==> config.mk <==
export PLATFORM = sky130hd
export DESIGN_NAME = frame_regs
export DESIGN_NICKNAME = d
export VERILOG_FILES = /design/src/frame_regs_pkg.sv /design/src/trigger_gen.sv /design/src/frame_regs.sv
export SDC_FILE = /design/constraint.sdc
export NUM_CORES = 1
export LEC_CHECK = 0
export BUFFER_PORTS_ARGS = -buffer_cell sky130_fd_sc_hd__buf_2
export CAP_MARGIN = 5
export CORE_MARGIN = 3
export CORE_UTILIZATION = 55
export CTS_BUF_LIST = sky130_fd_sc_hd__clkbuf_8
export DETAILED_ROUTE_END_ITERATION = 8
export PLACE_DENSITY = 0.83
export SYNTH_ARGS = -nofsm -noshare
export SYNTH_HDL_FRONTEND = slang
export SYNTH_HIERARCHICAL = 1
export SYNTH_SLANG_ARGS = --single-unit
==> constraint.sdc <==
create_clock -name clk -period 7.85 [get_ports clk]
set_input_delay 0.3925 -clock clk [delete_from_list [all_inputs] [get_ports clk]]
set_output_delay 0.3925 -clock clk [all_outputs]
set_load 0.01 [all_outputs]
==> src/frame_regs_pkg.sv <==
/*
  Package for the frame number and transmit clock register slice:
  register offsets, field positions, reset values and bus types.
  Assumes an 8-bit register space reached over classic Wishbone.
*/
package frame_regs_pkg;

  localparam int unsigned ADDR_W = 8;
  localparam int unsigned DATA_W = 32;
  localparam int unsigned REG_W = 8;
  localparam int unsigned FRAME_W = 16;
  localparam int unsigned COUNT_W = 24;

  // Printed offsets are register indices; byte address is four times.
  localparam logic [5:0] IDX_TRIG_LOW_LSB = 6'h1c;
  localparam logic [5:0] IDX_WRAP_MSB = 6'h1d;
  localparam logic [5:0] IDX_WRAP_LSB = 6'h1e;
  localparam logic [5:0] IDX_CLK_CTL = 6'h1f;
  localparam logic [5:0] IDX_TRIG_LOW_MSB = 6'h1b;
  localparam logic [5:0] IDX_TRIG_HIGH_LSB = 6'h1a;
  localparam logic [5:0] IDX_TRIG_CTL = 6'h20;
  localparam logic [5:0] IDX_FRAME_NUM = 6'h21;

  localparam logic [7:0] RST_TRIG_LOW_LSB = 8'h00;
  localparam logic [7:0] RST_WRAP_MSB = 8'h00;
  localparam logic [7:0] RST_WRAP_LSB = 8'h04;
  localparam logic [7:0] RST_CLK_CTL = 8'h02;
  localparam logic [7:0] RST_ZERO = 8'h00;
  localparam logic [7:0] CLK_CTL_MASK = 8'h0f;

  localparam int unsigned BIT_OSC_SEL = 3;
  localparam int unsigned BIT_REF_MODE = 2;
  localparam int unsigned BIT_GEN_EN = 0;
  localparam int unsigned BIT_DUTY = 1;

  localparam logic [1:0] RATE_HIGH = 2'h0;
  localparam logic [1:0] RATE_1G2 = 2'h1;
  localparam logic [1:0] RATE_800M = 2'h2;
  localparam logic [1:0] RATE_400M = 2'h3;

  localparam logic [15:0] FRAME_ONE = 16'h0001;
  localparam logic [15:0] FRAME_ZERO = 16'h0000;
  localparam logic [23:0] COUNT_ZERO = 24'h000000;
  localparam logic [23:0] COUNT_ONE = 24'h000001;

  typedef struct packed {
    logic osc_sel;
    logic ref_half;
    logic [1:0] tx_rate;
  } clk_cfg_type;

  typedef struct packed {
    logic [ADDR_W-1:0] adr;
    logic [DATA_W-1:0] dat;
    logic [3:0] sel;
    logic we;
    logic cyc;
    logic stb;
  } wb_req_type;

endpackage : frame_regs_pkg

==> src/trigger_gen.sv <==
/*
  Camera trigger waveform generator.
  Assumes counts are stable while enabled; a change also applies to
  the phase in progress, whose count is compared every cycle.
*/
`timescale 1ns/1ns
module trigger_gen
  import frame_regs_pkg::*;
(
  input wire logic clk,
  input wire logic rst,
  input wire logic ce,
  input wire logic enable,
  input wire logic duty_even,
  input wire logic [15:0] high_count,
  input wire logic [15:0] low_count,
  input wire logic [23:0] even_count,
  output logic trigger
);

  logic [COUNT_W-1:0] cnt_r;

  function automatic logic [COUNT_W-1:0] phase_len(input logic hi);
    if (duty_even) begin
      phase_len = even_count;
    end else if (hi) begin
      phase_len = {8'h00, high_count};
    end else begin
      phase_len = {8'h00, low_count};
    end
  endfunction : phase_len

  // Count runs to the programmed value, so a zero gives one cycle
  always_ff @(posedge clk or posedge rst) begin
    if (rst) begin
      cnt_r <= COUNT_ZERO;
      trigger <= 1'b0;
    end else if (ce) begin
      if (!enable) begin
        cnt_r <= COUNT_ZERO;
        trigger <= 1'b0;
      end else if (cnt_r >= phase_len(trigger)) begin
        cnt_r <= COUNT_ZERO;
        trigger <= ~trigger;
      end else begin
        cnt_r <= cnt_r + COUNT_ONE;
      end
    end
  end

endmodule : trigger_gen

==> src/frame_regs.sv <==
/*
  Register slice: trigger low count, frame wrap limit, frame numbering
  for raw-mode frames, and transmit clock control, on classic Wishbone.
  Assumes the frame builder pulses frame_start once per frame and
  samples frame_number with its start and end packets.
*/
// Contract
// - Low-count lsb register holds bits 7:0
// - Programmed count is cycles minus one
// - Wrap limit msb register holds bits 15:8
// - Wrap limit lsb holds 7:0, resets four
// - Sixteen-bit number in every start/end packet
// - Zero limit disables numbering, number zero
// - Nonzero limit counts 1 to max, repeats
// - Oscillator select: 0 external, 1 internal
// - Reference mode: 0 full, 1 half rate
// - Two-bit lane rate field, resets 800M
// - Hi/Lo mode uses 16-bit low count
// - 50/50 mode uses combined 24-bit count
`timescale 1ns/1ns
module frame_regs
  import frame_regs_pkg::*;
(
  input wire logic clk,
  input wire logic rst,
  input wire logic ce,
  input wire logic [ADDR_W-1:0] wb_adr_i,
  input wire logic [DATA_W-1:0] wb_dat_i,
  input wire logic [3:0] wb_sel_i,
  input wire logic wb_we_i,
  input wire logic wb_cyc_i,
  input wire logic wb_stb_i,
  output logic [DATA_W-1:0] wb_dat_o,
  output logic wb_ack_o,
  input wire logic raw_mode,
  input wire logic frame_start,
  output logic [FRAME_W-1:0] frame_number,
  output logic frame_number_valid,
  output logic internal_oscillator_select,
  output logic ref_clk_half,
  output logic [1:0] lane_rate,
  output logic camera_trigger_signal
);

  ////////////////////////////////////////////////////////////////////
  // Bus decode

  typedef enum logic [1:0] {
    BUS_IDLE = 2'b01,
    BUS_ACK = 2'b10
  } bus_state_type;

  bus_state_type bus_r;
  wb_req_type req;
  logic [5:0] idx;
  logic take;
  logic wr_lane0;

  assign req = '{adr: wb_adr_i, dat: wb_dat_i, sel: wb_sel_i,
                 we: wb_we_i, cyc: wb_cyc_i, stb: wb_stb_i};
  assign idx = req.adr[ADDR_W-1:2];
  assign take = req.cyc && req.stb && (bus_r == BUS_IDLE);
  assign wr_lane0 = take && req.we && req.sel[0];

  function automatic logic hit(input logic [5:0] which);
    hit = wr_lane0 && (idx == which);
  endfunction : hit

  ////////////////////////////////////////////////////////////////////
  // Registers

  logic [REG_W-1:0] trig_low_lsb_r;
  logic [REG_W-1:0] trig_low_msb_r;
  logic [REG_W-1:0] trig_high_lsb_r;
  logic [REG_W-1:0] trig_ctl_r;
  logic [REG_W-1:0] wrap_msb_r;
  logic [REG_W-1:0] wrap_lsb_r;
  clk_cfg_type clk_cfg_r;

  always_ff @(posedge clk or posedge rst) begin
    if (rst) begin
      trig_low_lsb_r <= RST_TRIG_LOW_LSB;
      trig_low_msb_r <= RST_ZERO;
      trig_high_lsb_r <= RST_ZERO;
      trig_ctl_r <= RST_ZERO;
    end else if (ce) begin
      if (hit(IDX_TRIG_LOW_LSB)) begin
        trig_low_lsb_r <= req.dat[7:0];
      end
      if (hit(IDX_TRIG_LOW_MSB)) begin
        trig_low_msb_r <= req.dat[7:0];
      end
      if (hit(IDX_TRIG_HIGH_LSB)) begin
        trig_high_lsb_r <= req.dat[7:0];
      end
      if (hit(IDX_TRIG_CTL)) begin
        trig_ctl_r <= req.dat[7:0];
      end
    end
  end

  always_ff @(posedge clk or posedge rst) begin
    if (rst) begin
      wrap_msb_r <= RST_WRAP_MSB;
      wrap_lsb_r <= RST_WRAP_LSB;
    end else if (ce) begin
      if (hit(IDX_WRAP_MSB)) begin
        wrap_msb_r <= req.dat[7:0];
      end
      if (hit(IDX_WRAP_LSB)) begin
        wrap_lsb_r <= req.dat[7:0];
      end
    end
  end

  // Upper nibble is dropped on write and never stored
  always_ff @(posedge clk or posedge rst) begin
    if (rst) begin
      clk_cfg_r <= clk_cfg_type'(RST_CLK_CTL[3:0]);
    end else if (ce) begin
      if (hit(IDX_CLK_CTL)) begin
        clk_cfg_r <= clk_cfg_type'(req.dat[3:0]);
      end
    end
  end

  // Outputs are plain copies so the clock muxes see only flops
  always_ff @(posedge clk or posedge rst) begin
    if (rst) begin
      internal_oscillator_select <= RST_CLK_CTL[BIT_OSC_SEL];
      ref_clk_half <= RST_CLK_CTL[BIT_REF_MODE];
      lane_rate <= RST_CLK_CTL[1:0];
    end else if (ce) begin
      internal_oscillator_select <= clk_cfg_r.osc_sel;
      // Half rate with 400M is software's to avoid; not blocked here
      ref_clk_half <= clk_cfg_r.ref_half;
      lane_rate <= clk_cfg_r.tx_rate;
    end
  end

  ////////////////////////////////////////////////////////////////////
  // Frame numbering

  logic [FRAME_W-1:0] wrap_limit;
  logic [FRAME_W-1:0] frame_num_r;
  logic [FRAME_W-1:0] frame_num_nxt;

  assign wrap_limit = {wrap_msb_r, wrap_lsb_r};

  always_comb begin
    if (wrap_limit == FRAME_ZERO) begin
      frame_num_nxt = FRAME_ZERO;
    end else if (frame_num_r >= wrap_limit) begin
      // Also catches a limit lowered below the current number
      frame_num_nxt = FRAME_ONE;
    end else begin
      frame_num_nxt = frame_num_r + FRAME_ONE;
    end
  end

  always_ff @(posedge clk or posedge rst) begin
    if (rst) begin
      frame_num_r <= FRAME_ZERO;
      frame_number <= FRAME_ZERO;
      frame_number_valid <= 1'b0;
    end else if (ce) begin
      frame_number_valid <= raw_mode;
      if (wrap_limit == FRAME_ZERO) begin
        frame_num_r <= FRAME_ZERO;
        frame_number <= FRAME_ZERO;
      end else if (raw_mode && frame_start) begin
        frame_num_r <= frame_num_nxt;
        frame_number <= frame_num_nxt;
      end
    end
  end

  ////////////////////////////////////////////////////////////////////
  // Trigger generator

  trigger_gen u_trigger_gen (
    .clk(clk),
    .rst(rst),
    .ce(ce),
    .enable(trig_ctl_r[BIT_GEN_EN]),
    .duty_even(trig_ctl_r[BIT_DUTY]),
    .high_count({8'h00, trig_high_lsb_r}),
    .low_count({trig_low_msb_r, trig_low_lsb_r}),
    .even_count({trig_high_lsb_r, trig_low_msb_r, trig_low_lsb_r}),
    .trigger(camera_trigger_signal)
  );

  ////////////////////////////////////////////////////////////////////
  // Read path and acknowledge

  function automatic logic [REG_W-1:0] read_reg(input logic [5:0] which);
    if (which == IDX_TRIG_LOW_LSB) begin
      read_reg = trig_low_lsb_r;
    end else if (which == IDX_WRAP_MSB) begin
      read_reg = wrap_msb_r;
    end else if (which == IDX_WRAP_LSB) begin
      read_reg = wrap_lsb_r;
    end else if (which == IDX_CLK_CTL) begin
      read_reg = {4'h0, clk_cfg_r} & CLK_CTL_MASK;
    end else if (which == IDX_TRIG_LOW_MSB) begin
      read_reg = trig_low_msb_r;
    end else if (which == IDX_TRIG_HIGH_LSB) begin
      read_reg = trig_high_lsb_r;
    end else if (which == IDX_TRIG_CTL) begin
      read_reg = trig_ctl_r;
    end else if (which == IDX_FRAME_NUM) begin
      read_reg = frame_num_r[7:0];
    end else begin
      read_reg = RST_ZERO;
    end
  endfunction : read_reg

  // One ack per access, a cycle after the request; unmapped addresses ack with zero
  always_ff @(posedge clk or posedge rst) begin
    if (rst) begin
      bus_r <= BUS_IDLE;
      wb_ack_o <= 1'b0;
      wb_dat_o <= '0;
    end else if (ce) begin
      case (bus_r)
        BUS_IDLE: begin
          wb_ack_o <= take;
          if (take) begin
            bus_r <= BUS_ACK;
            wb_dat_o <= {24'h000000, read_reg(idx)};
          end
        end
        BUS_ACK: begin
          wb_ack_o <= 1'b0;
          bus_r <= BUS_IDLE;
        end
        default: begin
          wb_ack_o <= 1'b0;
          bus_r <= BUS_IDLE;
        end
      endcase
    end
  end

endmodule : frame_regs

## Word level (Yosys, flattened, before mapping)

Index checks and enable logic that the tools add are counted.

| cells by class | value |
|---|---|
| div/mod/pow operators | 0 |
| add/subtract/negate cells | 2 |
| shift-type cells | 0 |
| reduce and logical (&&, ||, !) cells | 25 |
| bitwise logic cells | 1 |
| multipliers | 0 |
| multiplexer cells | 22 |
| $lt $le $gt $ge | 2 |
| eq/ne operators | 11 |

Operators by type and width:

| cell | count |
|---|---|
| 24-bit 2-to-1 mux | 5 |
| 16-bit 2-to-1 mux | 4 |
| 8-bit 2-to-1 mux | 8 |
| 6-bit by 5-bit == test with 1-bit output, second input constant | 6 |
| 24-bit by 1-bit adder with 24-bit output, second input constant | 1 |
| 24-bit greater-or-equal comparator | 1 |
| 2-bit AND reduction | 10 |
| 16-bit by 1-bit adder with 16-bit output, second input constant | 1 |
| 16-bit greater-or-equal comparator | 1 |
| 16-bit logical NOT | 1 |
| 6-bit == test, second input constant | 2 |
| 1-bit logical AND | 12 |
| 2-bit 2-to-1 mux | 2 |
| 1-bit 2-to-1 mux | 3 |
| 3-bit AND reduction | 1 |
| 2-bit by 1-bit == test with 1-bit output, second input constant | 1 |
| 2-bit by 1-bit inequality test with 1-bit output, second input constant | 1 |
| 2-bit inequality test, second input constant | 1 |
| 2-bit nonzero test | 1 |
| 1-bit NOT | 1 |

| storage, ports and cells | value |
|---|---|
| register bits | 109 |
| bits in latches | 0 |
| logic and storage cells | 82 |
| bits in read-only memories | 0 |
| output and inout bits | 55 |
| memories kept | 0 |
| memory bits (writable) | 0 |
| input bits | 52 |

## Logic depth before layout (Yosys ltp)

| depth | value |
|---|---|
| depth after elaboration | 9 |
| mapped depth | 14 |
| gate-level depth less buffers | 10 |

## By module

The synthesis kept the hierarchy.

Modules (own cells, without submodules):

| module | area each (um^2) | cells an instance | instances | seq. area each (um^2) |
|---|---|---|---|---|
| frame_regs | 4628.2 | 441 | 1 | 2107.0 |
| trigger_gen | 2248.4 | 254 | 1 | 625.6 |

## Worst setup path before layout

OpenSTA, ideal clock, no wires.

| timing | value |
|---|---|
| path kind | register to register |
| from | reg u_trigger_gen.trigger |
| to | reg u_trigger_gen.cnt_r[15] |
| data required time | 7781 ps |
| data arrival time | 2874 ps |
| setup time | 69 ps |
| path slack | 4907 ps |
| path buffers | 4 |
| period minus slack after synthesis | 2943 ps |
| cell stages (with the launch flop) | 15 |
| cells stage by stage | dfrtp_1 > clkbuf_1 > buf_2 > mux2i_1 > nor2_1 > a21oi_1 > ha_1 > and3_1 > o21ai_0 > a31oi_1 > o2111ai_1 > a21boi_2 > buf_6 > buf_12 > nor2_4 |

| between the ends | value |
|---|---|
| cells in the longest elaborated chain, start to end | 7 |

RTL lines:

| what | RTL line | source |
|---|---|---|
| from (decl) | trigger_gen.sv:18 | `output logic trigger` |
| from (signal assigned) | trigger_gen.sv:44 | `trigger <= ~trigger;` |
| 16-bit 2-to-1 mux | trigger_gen.sv:26 | `end else if (hi) begin` |
| 24-bit 2-to-1 mux | trigger_gen.sv:24 | `if (duty_even) begin` |
| 24-bit 2-to-1 mux | trigger_gen.sv:39 | `if (!enable) begin` |
| 24-bit 2-to-1 mux | trigger_gen.sv:38 | `end else if (ce) begin` |
| 24-bit greater-or-equal comparator | trigger_gen.sv:42 | `end else if (cnt_r >= phase_len(trigger)) begin` |
| 24-bit 2-to-1 mux | trigger_gen.sv:42 |  |
| 24-bit 2-to-1 mux | trigger_gen.sv:39 |  |
| to (signal assigned) | trigger_gen.sv:46 | `cnt_r <= cnt_r + COUNT_ONE;` |
| to (decl) | trigger_gen.sv:21 | `logic [COUNT_W-1:0] cnt_r;` |

Every way passes these cells. The select of a mux whose other input is x is not followed.
A chain may end at the register's enable or synchronous reset.

## Final worst setup path

| timing | value |
|---|---|
| from | reg trig_ctl_r[1] |
| to | reg u_trigger_gen.cnt_r[23] |

| between the ends | value |
|---|---|
| cells in the longest elaborated chain, start to end | 6 |

RTL lines:

| what | RTL line | source |
|---|---|---|
| from (decl) | frame_regs.sv:75 | `logic [REG_W-1:0] trig_ctl_r;` |
| from (signal assigned) | frame_regs.sv:97 | `trig_ctl_r <= req.dat[7:0];` |
| 24-bit 2-to-1 mux | trigger_gen.sv:24 |  |
| 24-bit 2-to-1 mux | trigger_gen.sv:39 |  |
| 24-bit 2-to-1 mux | trigger_gen.sv:38 |  |
| 24-bit greater-or-equal comparator | trigger_gen.sv:42 |  |
| 24-bit 2-to-1 mux | trigger_gen.sv:42 |  |
| 24-bit 2-to-1 mux | trigger_gen.sv:39 |  |

Every way passes these cells. The select of a mux whose other input is x is not followed.

==> metrics.cfg <==
[synth]
synthesis.area_mm2 = 0.00688
ys.flop_type = dfrtp_1
yosysTopAreaCellShare_pct = 38.2
synth-seq-area-share_pct = 39.7
synth_edf_count = 0
netlist_instances = 695
synth_area_leaders = dfrtp_1 38%, mux2_2 9.5%, ha_1 7.6%
synthArstFlopShare_pct = 100
yosysUniqueCellTypes = 69
syn_area_per_cell_um2 = 9.89
ys_ff_latch = 109
yosysTopAreaCell = dfrtp_1
yosysWarningCount = 6

[die]
start_util_pct = 56.8
dieHeight_um = 118
num_rows = 40
die_w_um = 118
die_area_mm2 = 0.0139
io-pin-count = 107
core_area_mm2 = 0.0121

[clock_network]
post_cts_buffers = 0
cts_buffers = 9
cts_resized = 0
hold_buffers = 0
cts_htree_levels = 3
cts_tree = built
cts.sinks = 109
cts_root_buf = clkbuf_8
clockBufferDepth = 2
clk_latency_ns = 0.39
path_clk_slew_ns = 0.10

[global_routing]
track_usage_pct = 24.8
grt_pass1_wl_mm = 27.6
grt_pass1_vias = 5345
grt_overflow_total = 0
grt_antenna_before_repair = 0
grt_max_degree = 85

[cells_and_area]
antenna_cells = 0
layout_common_cells = 105 x dfrtp_1, 60 x nor2_1, 59 x nand2_1, 58 x mux2_2, 53 x buf_2
area_growth_pct = 6.19
final_layout_size_suffix_gt1_share_pct = 21.1
fin_area_mm2 = 0.00730
layout.nets = 834
layout_commonest_cell = dfrtp_1

[sta]
relSlewSlack_pct = 20.1
slew_violations = 0
worstMarginPinSlew_ns = 1.20
hold_viol = 0
fin_crit_ns = 3.36
rsz0062_at_grt = false
skew_ns = 0.0131
fmax_mhz = 298
finalSetupViolCount = 0
min_period_over_period_pct = 42.8
fin_setup_tns_ns = 0

[route]
drt_iter0_markers = 653
ant_nets = 0
routedWlPerCell_um = 18.8
wirelength_mm = 17.1
vias_per_cell = 6.13
num_vias = 5593
drc = 0
first_pass_iters = 6

[placed_design]
globalplace.congestion = 0.964
port_buffers = 53
placed_cell_area_mm2 = 0.00714
place_hpwl_mm = 12.6

[critical_path]
arrival_ns = 3.61
path_class = reg -> reg
reg2reg_depth = 9
timing.rr.end = u_trigger_gen/cnt_r[23]
crit_fanout = 42
startpoint_type = flip-flop
crit_slowest_cell = dfrtp_1
cpMostUsedCell = nand2_1
crit_buf_inv = 1
crit_cells = 9
r2r-start = trig_ctl_r[1]
startpoint = trig_ctl_r[1]
required_ns = 8.11
critPathTopFamily = flip-flops
crit_end = u_trigger_gen/cnt_r[23]
cp-end-kind = flip-flop
cp_cell_sequence = nand2_1, ha_1, nand2_1, nor4_4, nand3_2, and4b_4, a21boi_2, buf_4, nor2_1
max_stage_delay_ns = 1.15
r2r_slack_ns = 4.49

[min_path]
hold_class = in -> async

[power_and_ir_drop]
p_leak_nw = 3.43
irDropWorstVdd_mv = 0.121
cellPowerDensity_mw_per_mm2 = 135
p_total_uw = 983

[run_status]
outcome = completed

[run]
maxCapViolCount = 0

[through the flow]
stage                     hold WS, ns  setup WS (ns)  std cells  util [%]
final                           0.225           4.49        913      60.3
after global routing            0.251           4.28        913      60.3
after CTS                       0.240           4.54        913      60.3
after detailed placement        0.466           4.57        897      59.0
after global placement          0.465           4.71        897      59.0
after floorplan                 0.420           4.91        726         -
[worst reg2reg max path, delay by kind of cell, from the launching register on]
family / cells / cell delay, ns
buffers and inverters: 1 / 0.38
adder cells (fa/ha/maj): 1 / 0.37
flip-flops: 1 / 1.15
AO/OA/AOI/OAI: 1 / 0.15
AND/OR/NAND/NOR: 6 / 1.17
[cells by family after synthesis]
| group | share of synthesized area [%] |
|---|---|
| fa+ha+maj | 7.64 |
| other cells | 0.0545 |
| buf+inv | 6.75 |
| flops | 39.7 |
| simple gates | 18.5 |
| xor+xnor | 2.42 |
| mux | 13.3 |
| compound gates | 11.6 |
[flip-flops by register name (all words and copies together) (netlist names)]
register,cells
clk_cfg_r,4
trig_high_lsb_r,8
u_trigger_gen/trigger,1
wb_ack_o,1
internal_oscillator_select,1
trig_low_lsb_r,8
frame_number_valid,1
frame_num_r,16
ref_clk_half,1
bus_r,2
wb_dat_o,8
wrap_msb_r,8
wrap_lsb_r,8
u_trigger_gen/cnt_r,24
trig_low_msb_r,8
trig_ctl_r,8
lane_rate,2
[routing by layer]
layer  routed length (um)  part of all wire, %  global-route usage (%)  vias to the layer above
li1                     -                    -                       -                     2528
met1                 7410                   43                    35.6                     2759
met2                 7860                   46                    37.4                      264
met3                 1400                  8.2                    4.32                       42
met4                  458                  2.7                    10.3                        0
met5                    0                    0                       0                        -
[worst min path at each step]
stage	from	endpoint	slack (ns)	depth (start not counted)
after floorplan	rst	u_trigger_gen/cnt_r[0]	0.42	1
after global placement	wb_dat_o[2]	wb_dat_o[2]	0.46	2
after CTS	raw_mode	frame_number_valid	0.24	2
after detailed placement	wb_dat_o[6]	wb_dat_o[6]	0.47	2
after global routing	raw_mode	frame_number_valid	0.25	2
final	rst	u_trigger_gen/cnt_r[18]	0.23	2
[where the power goes]
part	switching [mW]	internal, mW	leakage, nW
Combinational	0.0691	0.0282	1.85
Clock	0.193	0.111	0.0865
Sequential	0.0102	0.572	1.50
[cell usage after synthesis (all sizes together) (2+ instances only)]
cell type / instances
nand2: 61
and3: 9
inv: 32
dfstp: 4
xor2: 11
and4b: 2
dfrtp: 105
a211o: 3
nor4: 6
mux2i: 26
a22oi: 6
o2bb2ai: 4
a22o: 4
a21o: 5
nor2b: 11
ha: 42
or2: 3
a21boi: 2
a221o: 4
a221oi: 3
nor2: 70
o2111ai: 2
clkbuf: 11
o31ai: 3
or3: 3
o211ai: 4
a21oi: 33
and4: 2
xnor2: 8
o21ai: 23
mux2: 58
nor3: 9
a31oi: 14
and2: 5
buf: 41
a211oi: 4
nand3: 28
nand4: 22
[cell type report]
| class | instances | area, um^2 |
|---|---|---|
| Fill cell | 1013 | 4810 |
| Multi-Input combinational cell | 533 | 3800 |
| Sequential cell | 109 | 2730 |
| Timing Repair Buffer | 55 | 280 |
| Tap cell | 168 | 210 |
| Clock buffer | 9 | 124 |
| Inverter | 32 | 121 |
| Clock inverter | 7 | 37.5 |
No activity file was read; power rests on OpenSTA's default activity.
